--- src/edo_map.vh ---
// register map, field positions and cycle counts of the edo dram controller
`ifndef EDO_MAP_VH
`define EDO_MAP_VH
// ==========================================
// register addresses
`define CFG1_ADDR 32'hFFFFF4A4
`define CFG3_ADDR 32'hFFFFF4AC
`define CFG4_ADDR 32'h0FFFF4B0
`define CFG6_ADDR 32'h0FFFF4B8
`define STAT_ADDR 32'hFFFFF4C0
// ==========================================
// configuration register layout
`define CFG_RESET 16'h3FC1
`define CFG_WMASK 16'hBFDF
`define PAGE_ACCESS_ENABLE 15
`define ROW_PRECHARGE_WAIT_HI 13
`define ROW_PRECHARGE_WAIT_LO 12
`define ROW_HOLD_WAIT_HI 11
`define ROW_HOLD_WAIT_LO 10
`define DATA_ACCESS_WAIT_HI 9
`define DATA_ACCESS_WAIT_LO 8
`define COL_PRECHARGE_WAIT_HI 7
`define COL_PRECHARGE_WAIT_LO 6
`define ROW_STROBE_HOLD_SEL 4
`define PAGE_ADDR_SHIFT_HI 3
`define PAGE_ADDR_SHIFT_LO 2
`define MUX_WIDTH_HI 1
`define MUX_WIDTH_LO 0
// ==========================================
// status register layout
`define STAT_BUSY 0
`define STAT_ROW_OPEN 1
`define STAT_SELF 2
`define STAT_REF_PEND 3
`define STAT_STATE_LO 4
// ==========================================
// refresh cycle counts, loaded as count minus one, and the base multiplexed address width
`define REF_PRE_CNT 2'h2
`define REF_CAS_CNT 2'h0
`define REF_RAS_CNT 2'h1
`define MUX_BASE_WIDTH 5'h08
`endif

--- src/edo_addr_mux.v ---
// row and column address multiplexer for one dram access
`timescale 1ns/1ps
`default_nettype none
`include "edo_map.vh"
module edo_addr_mux (
  input wire [25:0] addr_i,
  input wire [1:0] width_i,
  input wire [1:0] shift_i,
  output wire [10:0] row_pins_o,
  output wire [10:0] col_pins_o,
  output wire [25:0] row_key_o
);
  // ==========================================
  // address split
  wire [4:0] width;
  wire [25:0] shifted;
  wire [25:0] mask;
  wire [25:0] col_full;
  wire [25:0] row_full;
  assign width = `MUX_BASE_WIDTH + {3'h0, width_i};
  assign shifted = addr_i >> shift_i;
  assign mask = ~(26'h3FFFFFF << width);
  assign col_full = shifted & mask;
  assign row_key_o = shifted >> width;
  assign row_full = row_key_o & mask;
  assign row_pins_o = row_full[10:0];
  assign col_pins_o = col_full[10:0];
endmodule // edo_addr_mux
`default_nettype wire

--- src/edo_dram_controller.v ---
// edo dram controller: four region configurations, access sequencer, cbr refresh
//
// Contract
// - drive four row strobes, one per region, plus separate lower and upper column strobes.
// - row strobe may stay asserted between accesses when region hold bit is set.
// - keep four independent dram configurations, one per dram block space.
// - four programmable waits of 0 to 3 cycles each; the row precharge wait here takes code 0 as 1 cycle.
// - perform cas-before-ras refresh, including the self-refresh variant.
// - width code 00..11 selects 8, 9, 10 or 11 multiplexed address bits.
// - at 11 bits row is cpu a12..a22, column a1..a11, on pins A1..A11.
// - regions 1, 3, 4 and 6 each own a configuration register.
// - configuration registers are 16 bits, accessed only as whole units.
// - dram accesses take all waits from the region configuration only.
// - row hold field bits 11..10 add 0 to 3 waits.
// - data access field bits 9..8 add 0 to 3 waits.
// - column precharge bits 7..6 add 0..3 waits, at least one on page writes.
`timescale 1ns/1ps
`default_nettype none
`include "edo_map.vh"
module edo_dram_controller (
  input wire CLK_I,
  input wire RST_I,
  input wire [31:0] REG_ADDR_I,
  input wire [15:0] REG_WDATA_I,
  input wire REG_WR_I,
  input wire REG_RD_I,
  output reg [15:0] REG_RDATA_O,
  input wire MEM_REQ_I,
  input wire [3:0] MEM_REGION_I,
  input wire [25:0] MEM_ADDR_I,
  input wire MEM_WE_I,
  input wire [1:0] MEM_BE_I,
  output wire MEM_READY_O,
  output reg MEM_ACK_O,
  input wire REFRESH_REQ_I,
  input wire SELF_REFRESH_I,
  output reg SELF_REFRESH_ACT_O,
  output reg [3:0] ROW_STROBE_N_O,
  output reg LOWER_COL_STROBE_N_O,
  output reg UPPER_COL_STROBE_N_O,
  output reg DRAM_WE_N_O,
  output reg [10:0] DRAM_ADDR_O
);
  // ==========================================
  // states
  localparam [3:0] S_IDLE = 4'h0;
  localparam [3:0] S_PRE = 4'h1;
  localparam [3:0] S_ROW = 4'h2;
  localparam [3:0] S_COL = 4'h3;
  localparam [3:0] S_CPRE = 4'h4;
  localparam [3:0] S_RCAS = 4'h5;
  localparam [3:0] S_RRAS = 4'h6;
  localparam [3:0] S_SELF = 4'h7;
  localparam [3:0] S_REND = 4'h8;

  // ==========================================
  // functions
  function [2:0] reg_decode;
    input [31:0] addr;
    begin
      if (addr == `CFG1_ADDR) begin
        reg_decode = 3'h4;
      end else if (addr == `CFG3_ADDR) begin
        reg_decode = 3'h5;
      end else if (addr == `CFG4_ADDR) begin
        reg_decode = 3'h6;
      end else if (addr == `CFG6_ADDR) begin
        reg_decode = 3'h7;
      end else begin
        reg_decode = 3'h0;
      end
    end
  endfunction

  function [1:0] region_index;
    input [3:0] sel;
    begin
      if (sel[0]) begin
        region_index = 2'h0;
      end else if (sel[1]) begin
        region_index = 2'h1;
      end else if (sel[2]) begin
        region_index = 2'h2;
      end else begin
        region_index = 2'h3;
      end
    end
  endfunction

  function [1:0] at_least_one;
    input [1:0] code;
    begin
      at_least_one = (code == 2'h0) ? 2'h1 : code;
    end
  endfunction

  // ==========================================
  // declarations
  reg [15:0] cfg [0:3];
  reg [3:0] state;
  reg [1:0] cnt;
  reg [1:0] cur;
  reg row_open;
  reg [1:0] open_reg;
  reg [25:0] open_row;
  reg [25:0] lat_addr;
  reg lat_we;
  reg [1:0] lat_be;
  reg ref_pend;
  reg ref_seq;
  wire [2:0] wr_dec;
  wire [2:0] rd_dec;
  wire [1:0] in_idx;
  wire [15:0] cfg_in;
  wire [15:0] cfg_cur;
  wire take;
  wire ref_take;
  wire page_hit;
  wire [1:0] rp_eff;
  wire [1:0] cp_in;
  wire [1:0] cp_eff;
  wire [1:0] rh_cur;
  wire [1:0] da_cur;
  wire [10:0] in_col_pins;
  wire [25:0] in_row_key;
  wire [10:0] lat_row_pins;
  wire [10:0] lat_col_pins;
  wire [25:0] lat_row_key;
  wire [15:0] status;

  // ==========================================
  // register port
  assign wr_dec = reg_decode(REG_ADDR_I);
  assign rd_dec = reg_decode(REG_ADDR_I);
  assign status = {8'h00, state, ref_pend, SELF_REFRESH_ACT_O, row_open,
                   (state != S_IDLE)};

  always @(posedge CLK_I or posedge RST_I) begin
    if (RST_I) begin
      cfg[0] <= `CFG_RESET;
      cfg[1] <= `CFG_RESET;
      cfg[2] <= `CFG_RESET;
      cfg[3] <= `CFG_RESET;
    end else if (REG_WR_I && wr_dec[2]) begin
      // bits 14 and 5 are kept at zero whatever is written
      cfg[wr_dec[1:0]] <= REG_WDATA_I & `CFG_WMASK;
    end
  end

  always @(posedge CLK_I or posedge RST_I) begin
    if (RST_I) begin
      REG_RDATA_O <= 16'h0000;
    end else if (REG_RD_I && rd_dec[2]) begin
      REG_RDATA_O <= cfg[rd_dec[1:0]];
    end else if (REG_RD_I && (REG_ADDR_I == `STAT_ADDR)) begin
      REG_RDATA_O <= status;
    end else begin
      REG_RDATA_O <= 16'h0000;
    end
  end

  // ==========================================
  // request decode and wait selection
  assign in_idx = region_index(MEM_REGION_I);
  assign cfg_in = cfg[in_idx];
  assign cfg_cur = cfg[cur];
  assign MEM_READY_O = (state == S_IDLE) && !ref_pend && !MEM_ACK_O;
  assign take = MEM_REQ_I && MEM_READY_O && (MEM_REGION_I != 4'h0);
  assign ref_take = (state == S_IDLE) && ref_pend;
  // page hit: same region, same row, row still open, paging enabled
  assign page_hit = row_open && (open_reg == in_idx) && (open_row == in_row_key) &&
                    cfg_in[`PAGE_ACCESS_ENABLE];
  // waits come only from the region configuration
  assign rp_eff = at_least_one(cfg_in[`ROW_PRECHARGE_WAIT_HI:`ROW_PRECHARGE_WAIT_LO]);
  assign cp_in = cfg_in[`COL_PRECHARGE_WAIT_HI:`COL_PRECHARGE_WAIT_LO];
  assign cp_eff = MEM_WE_I ? at_least_one(cp_in) : cp_in;
  assign rh_cur = cfg_cur[`ROW_HOLD_WAIT_HI:`ROW_HOLD_WAIT_LO];
  assign da_cur = cfg_cur[`DATA_ACCESS_WAIT_HI:`DATA_ACCESS_WAIT_LO];

  edo_addr_mux u_in_mux (
    .addr_i(MEM_ADDR_I),
    .width_i(cfg_in[`MUX_WIDTH_HI:`MUX_WIDTH_LO]),
    .shift_i(cfg_in[`PAGE_ADDR_SHIFT_HI:`PAGE_ADDR_SHIFT_LO]),
    .row_pins_o(),
    .col_pins_o(in_col_pins),
    .row_key_o(in_row_key)
  );

  edo_addr_mux u_lat_mux (
    .addr_i(lat_addr),
    .width_i(cfg_cur[`MUX_WIDTH_HI:`MUX_WIDTH_LO]),
    .shift_i(cfg_cur[`PAGE_ADDR_SHIFT_HI:`PAGE_ADDR_SHIFT_LO]),
    .row_pins_o(lat_row_pins),
    .col_pins_o(lat_col_pins),
    .row_key_o(lat_row_key)
  );

  // ==========================================
  // access and refresh sequencer
  always @(posedge CLK_I or posedge RST_I) begin
    if (RST_I) begin
      state <= S_IDLE;
      cnt <= 2'h0;
      cur <= 2'h0;
      row_open <= 1'b0;
      open_reg <= 2'h0;
      open_row <= 26'h0000000;
      lat_addr <= 26'h0000000;
      lat_we <= 1'b0;
      lat_be <= 2'h0;
      ref_pend <= 1'b0;
      ref_seq <= 1'b0;
      MEM_ACK_O <= 1'b0;
      SELF_REFRESH_ACT_O <= 1'b0;
      ROW_STROBE_N_O <= 4'hF;
      LOWER_COL_STROBE_N_O <= 1'b1;
      UPPER_COL_STROBE_N_O <= 1'b1;
      DRAM_WE_N_O <= 1'b1;
      DRAM_ADDR_O <= 11'h000;
    end else begin
      MEM_ACK_O <= 1'b0;
      // a new request wins over the clear of the pending flag
      ref_pend <= REFRESH_REQ_I | (ref_pend & ~ref_take);
      case (state)
        S_IDLE: begin
          if (ref_pend) begin
            ROW_STROBE_N_O <= 4'hF;
            row_open <= 1'b0;
            ref_seq <= 1'b1;
            cnt <= `REF_PRE_CNT;
            state <= S_PRE;
          end else if (take) begin
            cur <= in_idx;
            lat_addr <= MEM_ADDR_I;
            lat_we <= MEM_WE_I;
            lat_be <= MEM_BE_I;
            ref_seq <= 1'b0;
            if (page_hit && (cp_eff == 2'h0)) begin
              DRAM_ADDR_O <= in_col_pins;
              LOWER_COL_STROBE_N_O <= ~MEM_BE_I[0];
              UPPER_COL_STROBE_N_O <= ~MEM_BE_I[1];
              DRAM_WE_N_O <= ~MEM_WE_I;
              cnt <= cfg_in[`DATA_ACCESS_WAIT_HI:`DATA_ACCESS_WAIT_LO];
              state <= S_COL;
            end else if (page_hit) begin
              cnt <= cp_eff - 2'h1;
              state <= S_CPRE;
            end else begin
              ROW_STROBE_N_O <= 4'hF;
              row_open <= 1'b0;
              cnt <= rp_eff - 2'h1;
              state <= S_PRE;
            end
          end
        end
        S_PRE: begin
          if (cnt != 2'h0) begin
            cnt <= cnt - 2'h1;
          end else if (ref_seq) begin
            LOWER_COL_STROBE_N_O <= 1'b0;
            UPPER_COL_STROBE_N_O <= 1'b0;
            cnt <= `REF_CAS_CNT;
            state <= S_RCAS;
          end else begin
            ROW_STROBE_N_O[cur] <= 1'b0;
            DRAM_ADDR_O <= lat_row_pins;
            row_open <= 1'b1;
            open_reg <= cur;
            open_row <= lat_row_key;
            cnt <= rh_cur;
            state <= S_ROW;
          end
        end
        S_ROW: begin
          if (cnt != 2'h0) begin
            cnt <= cnt - 2'h1;
          end else begin
            DRAM_ADDR_O <= lat_col_pins;
            LOWER_COL_STROBE_N_O <= ~lat_be[0];
            UPPER_COL_STROBE_N_O <= ~lat_be[1];
            DRAM_WE_N_O <= ~lat_we;
            cnt <= da_cur;
            state <= S_COL;
          end
        end
        S_CPRE: begin
          if (cnt != 2'h0) begin
            cnt <= cnt - 2'h1;
          end else begin
            DRAM_ADDR_O <= lat_col_pins;
            LOWER_COL_STROBE_N_O <= ~lat_be[0];
            UPPER_COL_STROBE_N_O <= ~lat_be[1];
            DRAM_WE_N_O <= ~lat_we;
            cnt <= da_cur;
            state <= S_COL;
          end
        end
        S_COL: begin
          if (cnt != 2'h0) begin
            cnt <= cnt - 2'h1;
          end else begin
            MEM_ACK_O <= 1'b1;
            LOWER_COL_STROBE_N_O <= 1'b1;
            UPPER_COL_STROBE_N_O <= 1'b1;
            DRAM_WE_N_O <= 1'b1;
            if (!cfg_cur[`ROW_STROBE_HOLD_SEL]) begin
              ROW_STROBE_N_O <= 4'hF;
              row_open <= 1'b0;
            end
            state <= S_IDLE;
          end
        end
        S_RCAS: begin
          if (cnt != 2'h0) begin
            cnt <= cnt - 2'h1;
          end else begin
            ROW_STROBE_N_O <= 4'h0;
            cnt <= `REF_RAS_CNT;
            state <= S_RRAS;
          end
        end
        S_RRAS: begin
          if (cnt != 2'h0) begin
            cnt <= cnt - 2'h1;
          end else if (SELF_REFRESH_I) begin
            SELF_REFRESH_ACT_O <= 1'b1;
            state <= S_SELF;
          end else begin
            ROW_STROBE_N_O <= 4'hF;
            LOWER_COL_STROBE_N_O <= 1'b1;
            UPPER_COL_STROBE_N_O <= 1'b1;
            cnt <= `REF_PRE_CNT;
            state <= S_REND;
          end
        end
        S_SELF: begin
          if (!SELF_REFRESH_I) begin
            SELF_REFRESH_ACT_O <= 1'b0;
            ROW_STROBE_N_O <= 4'hF;
            LOWER_COL_STROBE_N_O <= 1'b1;
            UPPER_COL_STROBE_N_O <= 1'b1;
            cnt <= `REF_PRE_CNT;
            state <= S_REND;
          end
        end
        S_REND: begin
          if (cnt != 2'h0) begin
            cnt <= cnt - 2'h1;
          end else begin
            ref_seq <= 1'b0;
            state <= S_IDLE;
          end
        end
        default: begin
          state <= S_IDLE;
        end
      endcase
    end
  end
endmodule // edo_dram_controller
`default_nettype wire

--- config.mk ---
export PLATFORM = sky130hd
export DESIGN_NAME = edo_dram_controller
export DESIGN_NICKNAME = d
export VERILOG_FILES = /design/src/edo_addr_mux.v /design/src/edo_dram_controller.v
export VERILOG_INCLUDE_DIRS = /design/src /design/src/src
export SDC_FILE = /design/constraint.sdc
export NUM_CORES = 1
export LEC_CHECK = 0
export BUFFER_PORTS_ARGS = -buffer_cell sky130_fd_sc_hd__buf_2
export CORE_UTILIZATION = 45
export DETAILED_ROUTE_END_ITERATION = 6
export GPL_ROUTABILITY_DRIVEN = 0
export GPL_TIMING_DRIVEN = 0
export PLACE_DENSITY = 0.61
export SETUP_SLACK_MARGIN = 0.02
export SLEW_MARGIN = 20
export SYNTH_ARGS = -nofsm -noshare
export SYNTH_HDL_FRONTEND = slang
export SYNTH_HIERARCHICAL = 1
export SYNTH_SLANG_ARGS = --single-unit
--- constraint.sdc ---
create_clock -name CLK_I -period 11.85 [get_ports CLK_I]
set_clock_uncertainty 0.15 [all_clocks]
set_input_delay 2.37 -clock CLK_I [delete_from_list [all_inputs] [get_ports CLK_I]]
set_output_delay 2.37 -clock CLK_I [all_outputs]
set_load 0.05 [all_outputs]
==> results.ini, run 1 <==
[die]
die_height_um=158.1
num_io_pins=125
die-area_um2=24990
rows=56
start_util_pct=46.29
die-width_um=158.1
fp.coreArea_um2=23680

[pwr]
ir_worst_vdd_mv=0.1291
p_leak_uw=0.005588
powerDensity_nw_per_um2=193.9

[cells_and_area]
final_nets=1321
largest_registers=cfg x56, lat_addr x26, open_row x26
final_util_pct=53.46
final_cell_mix=nand2_1 (179), buf_2 (129), dfrtp_1 (116), mux2_2 (100), mux2i_1 (59)
final_common_cell=nand2_1
top_register=cfg
final_cell_area_um2=12660
drive_above_1_share_pct=32.72
area_growth_pct=15.48
fin_cells=1563
diodes=0
largest_reg_flops=56

[place]
place_inst=1531
dpl_cell_area_um2=12040
place.port_buffers=118
dp_hpwl_um=24020

[clock_tree]
cts_num_sinks=159
cts_tree=yes
cts_buffers=17
clk_path_buf_depth=2
post_cts_buffers=0
insertion_delay_ns=0.45
clk_pin_slew_ns=0.07
cts_hold_buf=0
clock_tree.root_cell=clkbuf_16
htree_num_levels=4
cts_resized=0

[global_routing]
overflow=0
top_usage_layer=met2
grt_pass1_wl_um=49940
grt_pass1_vias=8779
grt_use_total_pct=26.59
antenna_found_initial=0
use_met1_pct=35.88
use_met3_pct=4.407
grt_max_degree=91
met2_usage_pct=43.53

[sta]
tns_ns=0
relSlewSlack_pct=38.30
hold-worst-slack_ns=0.3349
fin_crit_ns=7.907
fmax_ghz=0.1265
hold_viol_final=0
rsz0062_at_grt=false
finalSetupViolCount=0
tightestPinTransition_ns=0.9193
finalMaxSlewViolations=0
fin_crit_sh_pct=66.72

[route]
drcViolationCount=0
routedWlPerCell_um=20.32
drtAntennaViolNets=0
drt-initial-drc-count=933
num_vias=9175
wl_um=31760
firstDrtPassIters=5
viasPerCell=5.870

[critical_path]
cp-end-kind=register
setup.worst_path.start_class=input pin
cp_slowest_cell=o21ai_0
path_cells=buf_2 > clkbuf_1 > buf_1 > a21oi_1 > o21ai_0 > buf_2 > buf_2 > and2_1 > a22oi_1 > nand2_1 > mux2i_1 > xnor2_1 > nand4_1 > a2111oi_0 > nand4_1 > o21a_4 > nor2_4 > buf_12 > mux2_4
required_ns=12.03
worstSetupPathType=input pin to register
crit_family=compound AO/OA/AOI/OAI gates
cpMostUsedCell=buf_2
critPathArrivalTime_ns=8.08
cp_max_fo=10
slowest_delay_ns=0.67
path_buf_inv=6

[run]
drv_cap=0

[status]
outcome=finished clean

[yosys]
syn_avg_cell_area_um2=10.16
syn_inst=1079
syn_area_um2=10960
yosys_warnings=6

[worst_hold_path]
hold_class=register to register

## where the power goes
part / total (uW) / internal, uW / switching (uW) / leakage [uW]
clock: 573 / 305 / 268 / 0.000302
combinational: 1060 / 450 / 610 / 0.00333
sequential: 821 / 690 / 132 / 0.00195
## stage by stage
| stage | setup WS, ns | power [uW] |
|---|---|---|
| after CTS | 3.926 | 2455 |
| after detailed placement | 3.483 | 1878 |
| after floorplan | 5.110 | 1604 |
| after global placement | 3.055 | 1865 |
| final | 3.943 | 2455 |
| after global routing | 3.466 | 2601 |
## final timing paths
path / from / end / slack [ns] / cells past startpoint
min in group asynchronous: RST_I / lat_we / 1.88 / 2
setup / recovery: MEM_REGION_I[1] / DRAM_ADDR_O[7] / 3.94 / 19
hold reg to reg: lat_addr[0] / lat_addr[0] / 0.33 / 2
setup reg to reg: cfg[19] / DRAM_ADDR_O[7] / 6.44 / 18
hold / removal: lat_addr[0] / lat_addr[0] / 0.33 / 2
max in group asynchronous: RST_I / cfg[44] / 8.84 / 3
## area by class of cell
type	instances	area [um^2]
repair buffers	119	618.1
inverters	11	48.80
clock buffers	17	425.4
flip-flops and latches	159	4033
multi-input cells	818	6371
fillers	2200	11020
plain buffers	105	570.5
clock inverters	15	193.9
well taps	319	399.1
## metal layers
metal	vias up	share of wire, %
li1	4234	-
met1	4533	44
met2	371	48
met3	37	6.4
met4	0	2.1
met5	-	0
## worst reg2reg max path: cells and delay by family (launching register included)
family                 cells  cell delay, ns
AO/OA/AOI/OAI              5            1.86
XOR/XNOR                   1            0.29
buffers and inverters      3            0.86
flip-flops                 1            0.39
multiplexers               3            0.50
AND/OR/NAND/NOR            6            1.25
No activity file was read; power rests on OpenSTA's default activity.
==> run 2: changes to the inputs <==
--- a/config.mk
+++ b/config.mk
@@ -6,6 +6,7 @@
 export SDC_FILE = /design/constraint.sdc
 export NUM_CORES = 1
 export LEC_CHECK = 0
+export ABC_AREA = 1
 export BUFFER_PORTS_ARGS = -buffer_cell sky130_fd_sc_hd__buf_2
 export CORE_UTILIZATION = 45
 export DETAILED_ROUTE_END_ITERATION = 6
==> constraint.sdc (replaced) <==
create_clock -name CLK_I -period 7.7 [get_ports CLK_I]
set_clock_uncertainty 0.15 [all_clocks]
set_input_delay 1.54 -clock CLK_I [delete_from_list [all_inputs] [get_ports CLK_I]]
set_output_delay 1.54 -clock CLK_I [all_outputs]
set_load 0.05 [all_outputs]
==> results.ini, run 2 <==
[status]
outcome=finished clean

[cells_and_area]
final_cell_mix=nand2_1 (690), nand3_1 (174), inv_1 (168), buf_2 (155), nor2_1 (130)
nFillCells=2621
diodes=0
final_nets=2043
largest_registers=cfg x56, lat_addr x26, open_row x26
final_common_cell=nand2_1
area_growth_pct=14.48
top_register=cfg
drive_above_1_share_pct=17.34
fin_cells=2296
largest_reg_flops=56

[critical_path]
cp-end-kind=register
crit_family=simple AND/OR/NAND/NOR gates
r2r_end=DRAM_ADDR_O[0]
setup.worst_path.start_class=input pin
slowest_delay_ns=0.86
cpMostUsedCell=nand2_1
rr_startpoint=cfg[32]
worstSetupPathType=input pin to register
regToRegSetupSlack_ns=3.58
cp_slowest_cell=a311oi_1
rr_worst_depth=22
required_ns=7.88
path_buf_inv=7
cp_max_fo=10
critPathArrivalTime_ns=6.11

[worst_hold_path]
whs_endpoint=UPPER_COL_STROBE_N_O
hp-start=UPPER_COL_STROBE_N_O
hold_class=register to register
hold_depth=2

[sta]
layout_setup_ws_ns=1.770
finalMaxSlewViolations=0
tightestPinTransition_ns=1.039
fmax_ghz=0.1686
hold_viol_final=0
fin_crit_sh_pct=77.02
tns_ns=0
relSlewSlack_pct=30.30
fin_crit_ns=5.930
finalSetupViolCount=0
rsz0062_at_grt=false

[place]
dp_hpwl_um=29330
dp_slack_ns=1.340
place.port_buffers=121
place_inst=2264

[die]
die-area_um2=26350
die_height_um=162.3
fp.coreArea_um2=25180
start_util_pct=45.94
rows=58
num_io_pins=125
die-width_um=162.3

[global_routing]
grt_pass1_vias=11140
grt_max_degree=85
grt_use_total_pct=29.46
antenna_found_initial=0
overflow=0
grt_pass1_wl_um=59470

[pwr]
p_total_uw=4902
swShare_pct=49.76
p_int_uw=2463
power_switching_uw=2439
ir_worst_vdd_mv=0.2366
comb_power_share_pct=57.1
p_seq_share_pct=25.5
p_leak_uw=0.007041
p_clk_share_pct=17.4
powerDensity_nw_per_um2=370.2

[clock_tree]
insertion_delay_ns=0.43
cts_resized=0
cts_hold_buf=0
cts_buffers=17
clock_tree.root_cell=clkbuf_16
clk_pin_slew_ns=0.07
clk_path_buf_depth=2
cts_tree=yes
htree_num_levels=4
post_cts_buffers=0
cts_num_sinks=159

[route]
routedWlPerCell_um=16.56
firstDrtPassIters=5
drt-initial-drc-count=1293
drcViolationCount=0
num_vias=12300
viasPerCell=5.355
wl_um=38020
drtAntennaViolNets=0

[yosys]
yosys_warnings=6
syn_avg_cell_area_um2=6.433
syn_inst=1798
syn_area_um2=11570

[run]
drv_cap=0

## run 2: cell count changes in the layout (fill, tap and decap cells not counted), sizes merged, moves of 46 or more
| cell | delta |
|---|---|
| mux4 | -49 |
| mux2i | -46 |
| inv | +182 |
| nand2 | +520 |
| nand3 | +170 |
| nor2 | +89 |
| mux2 | -103 |
| o21ai | +66 |
## run 2: worst register-to-register path, cell delays in order, from the launching register on
cell and delay [ns]:
dfstp_2 0.56, nor3_1 0.06, a311oi_1 0.63, buf_2 0.36, inv_2 0.14, buf_2 0.21
nand3_1 0.13, nand3_1 0.08, o31ai_1 0.16, inv_1 0.08, nand2_1 0.10, nand2_1 0.06
nor2_1 0.10, nand2_1 0.05, nor2_1 0.17, nand2_1 0.09, nor2_2 0.10, nand2_2 0.13
o21ai_4 0.27, nand2_1 0.13, buf_6 0.16, nand2_1 0.06, nand2_1 0.05
## run 2: power by group through the flow
stage | sequential [uW] | clock, uW | combinational, uW
floorplan | 1370 | 0 | 1930
global placement | 1260 | 0 | 2740
detailed placement | 1260 | 0 | 2750
CTS | 1250 | 866 | 2770
global route | 1280 | 899 | 3120
finish | 1250 | 852 | 2800
## run 2: how the worst max path moves through the flow
stage                     from             end  depth (start not counted)
5_1_grt        MEM_REGION_I[1]  DRAM_ADDR_O[5]                         27
3_3_place_gp             RST_I  DRAM_ADDR_O[3]                          2
2_1_floorplan            RST_I  DRAM_ADDR_O[0]                          1
4_1_cts        MEM_REGION_I[1]  DRAM_ADDR_O[0]                         27
6_report       MEM_REGION_I[1]  DRAM_ADDR_O[0]                         27
3_5_place_dp   MEM_REGION_I[1]  DRAM_ADDR_O[0]                         27
## run 2: stage by stage
stage / utilization, % / hold WS, ns / instance area, um^2
after floorplan: - / 0.2979 / 11620
after global placement: 50.19 / 0.3038 / 12640
after detailed placement: 50.33 / 0.3068 / 12670
after CTS: 52.59 / 0.3214 / 13240
after global routing: 52.59 / 0.3367 / 13240
final: 52.59 / 0.3183 / 13240
## run 2: final cells by class
cell class | count | area [um^2] | area share [%]
plain buffers | 99 | 594.3 | 4.488
clock buffers | 20 | 446.7 | 3.373
clock inverters | 12 | 122.6 | 0.9259
inverters | 194 | 735.7 | 5.556
multi-input cells | 1360 | 6265 | 47.31
flip-flops and latches | 159 | 4033 | 30.45
well taps | 330 | 412.9 | 3.118
repair buffers | 122 | 633.1 | 4.781
## run 2: per-layer routing
metal | wire length, um | vias to the layer above | GRT usage, %
li1 | - | 6060 | -
met1 | 17460 | 5711 | 42.11
met2 | 17180 | 474 | 45.96
met3 | 2701 | 51 | 4.354
met4 | 684 | 0 | 8.491
met5 | 0 | - | 0.7576
==> run 3: changes to the inputs <==
--- a/config.mk
+++ b/config.mk
@@ -12,7 +12,7 @@
 export DETAILED_ROUTE_END_ITERATION = 6
 export GPL_ROUTABILITY_DRIVEN = 0
 export GPL_TIMING_DRIVEN = 0
-export PLACE_DENSITY = 0.61
+export PLACE_DENSITY = 0.63
 export SETUP_SLACK_MARGIN = 0.02
 export SLEW_MARGIN = 20
 export SYNTH_ARGS = -nofsm -noshare
==> constraint.sdc (replaced) <==
create_clock -name CLK_I -period 5.1 [get_ports CLK_I]
set_clock_uncertainty 0.15 [all_clocks]
set_input_delay 1.02 -clock CLK_I [delete_from_list [all_inputs] [get_ports CLK_I]]
set_output_delay 1.02 -clock CLK_I [all_outputs]
set_load 0.05 [all_outputs]
==> results.ini, run 3 (same netlist as run 2, synthesis figures left out) <==
[status]
outcome=finished clean

[cells_and_area]
nFillCells=2539
top_register=cfg
largest_reg_flops=56
fin_cells=2298
final_common_cell=nand2_1
diodes=0
drive_above_1_share_pct=17.73
largest_registers=cfg x56, lat_addr x26, open_row x26
area_growth_pct=15.51
final_cell_mix=nand2_1 (690), nand3_1 (174), inv_1 (168), buf_2 (154), nor2_1 (130)
final_nets=2045

[clock_tree]
cts_hold_buf=0
cts_tree=yes
clk_pin_slew_ns=0.07
cts_buffers=17
cts_num_sinks=159
clock_tree.root_cell=clkbuf_16
clk_path_buf_depth=2
insertion_delay_ns=0.44
htree_num_levels=4
post_cts_buffers=0

[sta]
fmax_ghz=0.2120
tightestPinTransition_ns=0.7962
fin_crit_ns=4.716
relSlewSlack_pct=46.92
finalSetupViolCount=0
layout_setup_ws_ns=0.3835
hold-worst-slack_ns=0.3217
hold_viol_final=0
finalMaxSlewViolations=0
fin_crit_sh_pct=92.48
rsz0062_at_grt=false

[die]
rows=58
die-area_um2=26350
fp.coreArea_um2=25180
start_util_pct=45.94
num_io_pins=125
die-width_um=162.3
die_height_um=162.3

[global_routing]
grt_use_total_pct=29.14
grt_pass1_wl_um=59110
grt_max_degree=36
grt_pass1_vias=11240
antenna_found_initial=0
overflow=0

[pwr]
p_leak_uw=0.007090
ir_worst_vdd_mv=0.3548
powerDensity_nw_per_um2=561.3

[place]
place.port_buffers=121
place_inst=2268
dp_hpwl_um=29330
dp_slack_ns=-0.6234

[route]
routedWlPerCell_um=16.40
drcViolationCount=0
drtAntennaViolNets=0
wl_um=37690
num_vias=12330
drt-initial-drc-count=1374
viasPerCell=5.365
firstDrtPassIters=6

[run]
drv_cap=0

[critical_path]
cp-end-kind=register
worstSetupPathType=input pin to register
required_ns=5.28
setup.worst_path.start_class=input pin
critPathArrivalTime_ns=4.90
cp_max_fo=19

[worst_hold_path]
hold_class=register to register

-- run 3: cell count changes in the layout (fill, tap and decap cells not counted), sizes merged --
cell	previous run	this run
bufinv	1	2
clkbuf	40	38
clkinv	4	5
buf	201	203
-- run 3: power breakdown --
group | total [uW] | switching, uW | internal (uW) | leakage (uW)
Combinational | 4250 | 2850 | 1400 | 0.00490
Clock | 1350 | 610 | 742 | 0.000296
Sequential | 1900 | 267 | 1630 | 0.00190
-- run 3: routing by layer --
| metal | global-route usage, % | vias to the layer above | part of all wire, % |
|---|---|---|---|
| met2 | 44.21 | 499 | 44 |
| met5 | 0 | - | 0 |
| met3 | 5.017 | 55 | 7.6 |
| li1 | - | 6051 | - |
| met1 | 42.40 | 5723 | 46 |
| met4 | 8.062 | 0 | 2.0 |
-- run 3: final timing paths --
| check | from | end | slack, ns | cells past startpoint |
|---|---|---|---|---|
| hold / removal | DRAM_ADDR_O[0] | DRAM_ADDR_O[0] | 0.32 | 2 |
| setup / recovery | MEM_REGION_I[0] | DRAM_ADDR_O[0] | 0.38 | 26 |
| min in group asynchronous | RST_I | cfg[31] | 0.49 | 2 |
| max in group asynchronous | RST_I | lat_addr[24] | 3.36 | 5 |
| setup reg to reg | cfg[48] | DRAM_ADDR_O[0] | 1.24 | 19 |
| hold reg to reg | DRAM_ADDR_O[0] | DRAM_ADDR_O[0] | 0.32 | 2 |
-- run 3: cell type report --
type                       instances  area (um^2)  share of cell area [%]
inverter                         194        732.0                   5.478
timing repair buffer             126        713.2                   5.338
sequential                       159         4033                   30.18
tap                              330        412.9                   3.090
clock buffer                      18        429.2                   3.212
buffer                            97        589.3                   4.411
clock inverter                    14        168.9                   1.264
multi-input combinational       1360         6284                   47.03
-- run 3: through the flow --
step	util (%)	cell area [um^2]	TNS (ns)	power [uW]
floorplan	-	11620	0	4979
global placement	50.20	12640	-10.18	6025
detailed placement	50.63	12750	-12.66	6072
CTS	53.06	13360	0	7452
global route	53.06	13360	0	8059
finish	53.06	13360	0	7500
-- run 3: critical path, cell delays in order --
cell,delay (ns)
buf_2,0.13
nor2_1,0.26
clkbuf_4,0.38
nor3_1,0.11
a311oi_2,0.54
buf_4,0.28
nand2_1,0.09
nand3_1,0.11
nand2_1,0.06
nand2_1,0.07
nand2_1,0.07
o21ai_1,0.26
inv_1,0.07
nand2_1,0.09
nand2_1,0.05
nor2_1,0.08
nand2_1,0.06
nor2_1,0.16
nand2_1,0.08
nor2_2,0.11
nand2_2,0.13
o21ai_4,0.26
nand2_1,0.13
buf_6,0.16
nand2_1,0.05
nand2_1,0.04
-- run 3: what timing repair did --
item / CTS / global route
gates cloned: 0 / 0
gates resized for setup: 2 / 2
endpoints found under the setup margin: 18 / 24
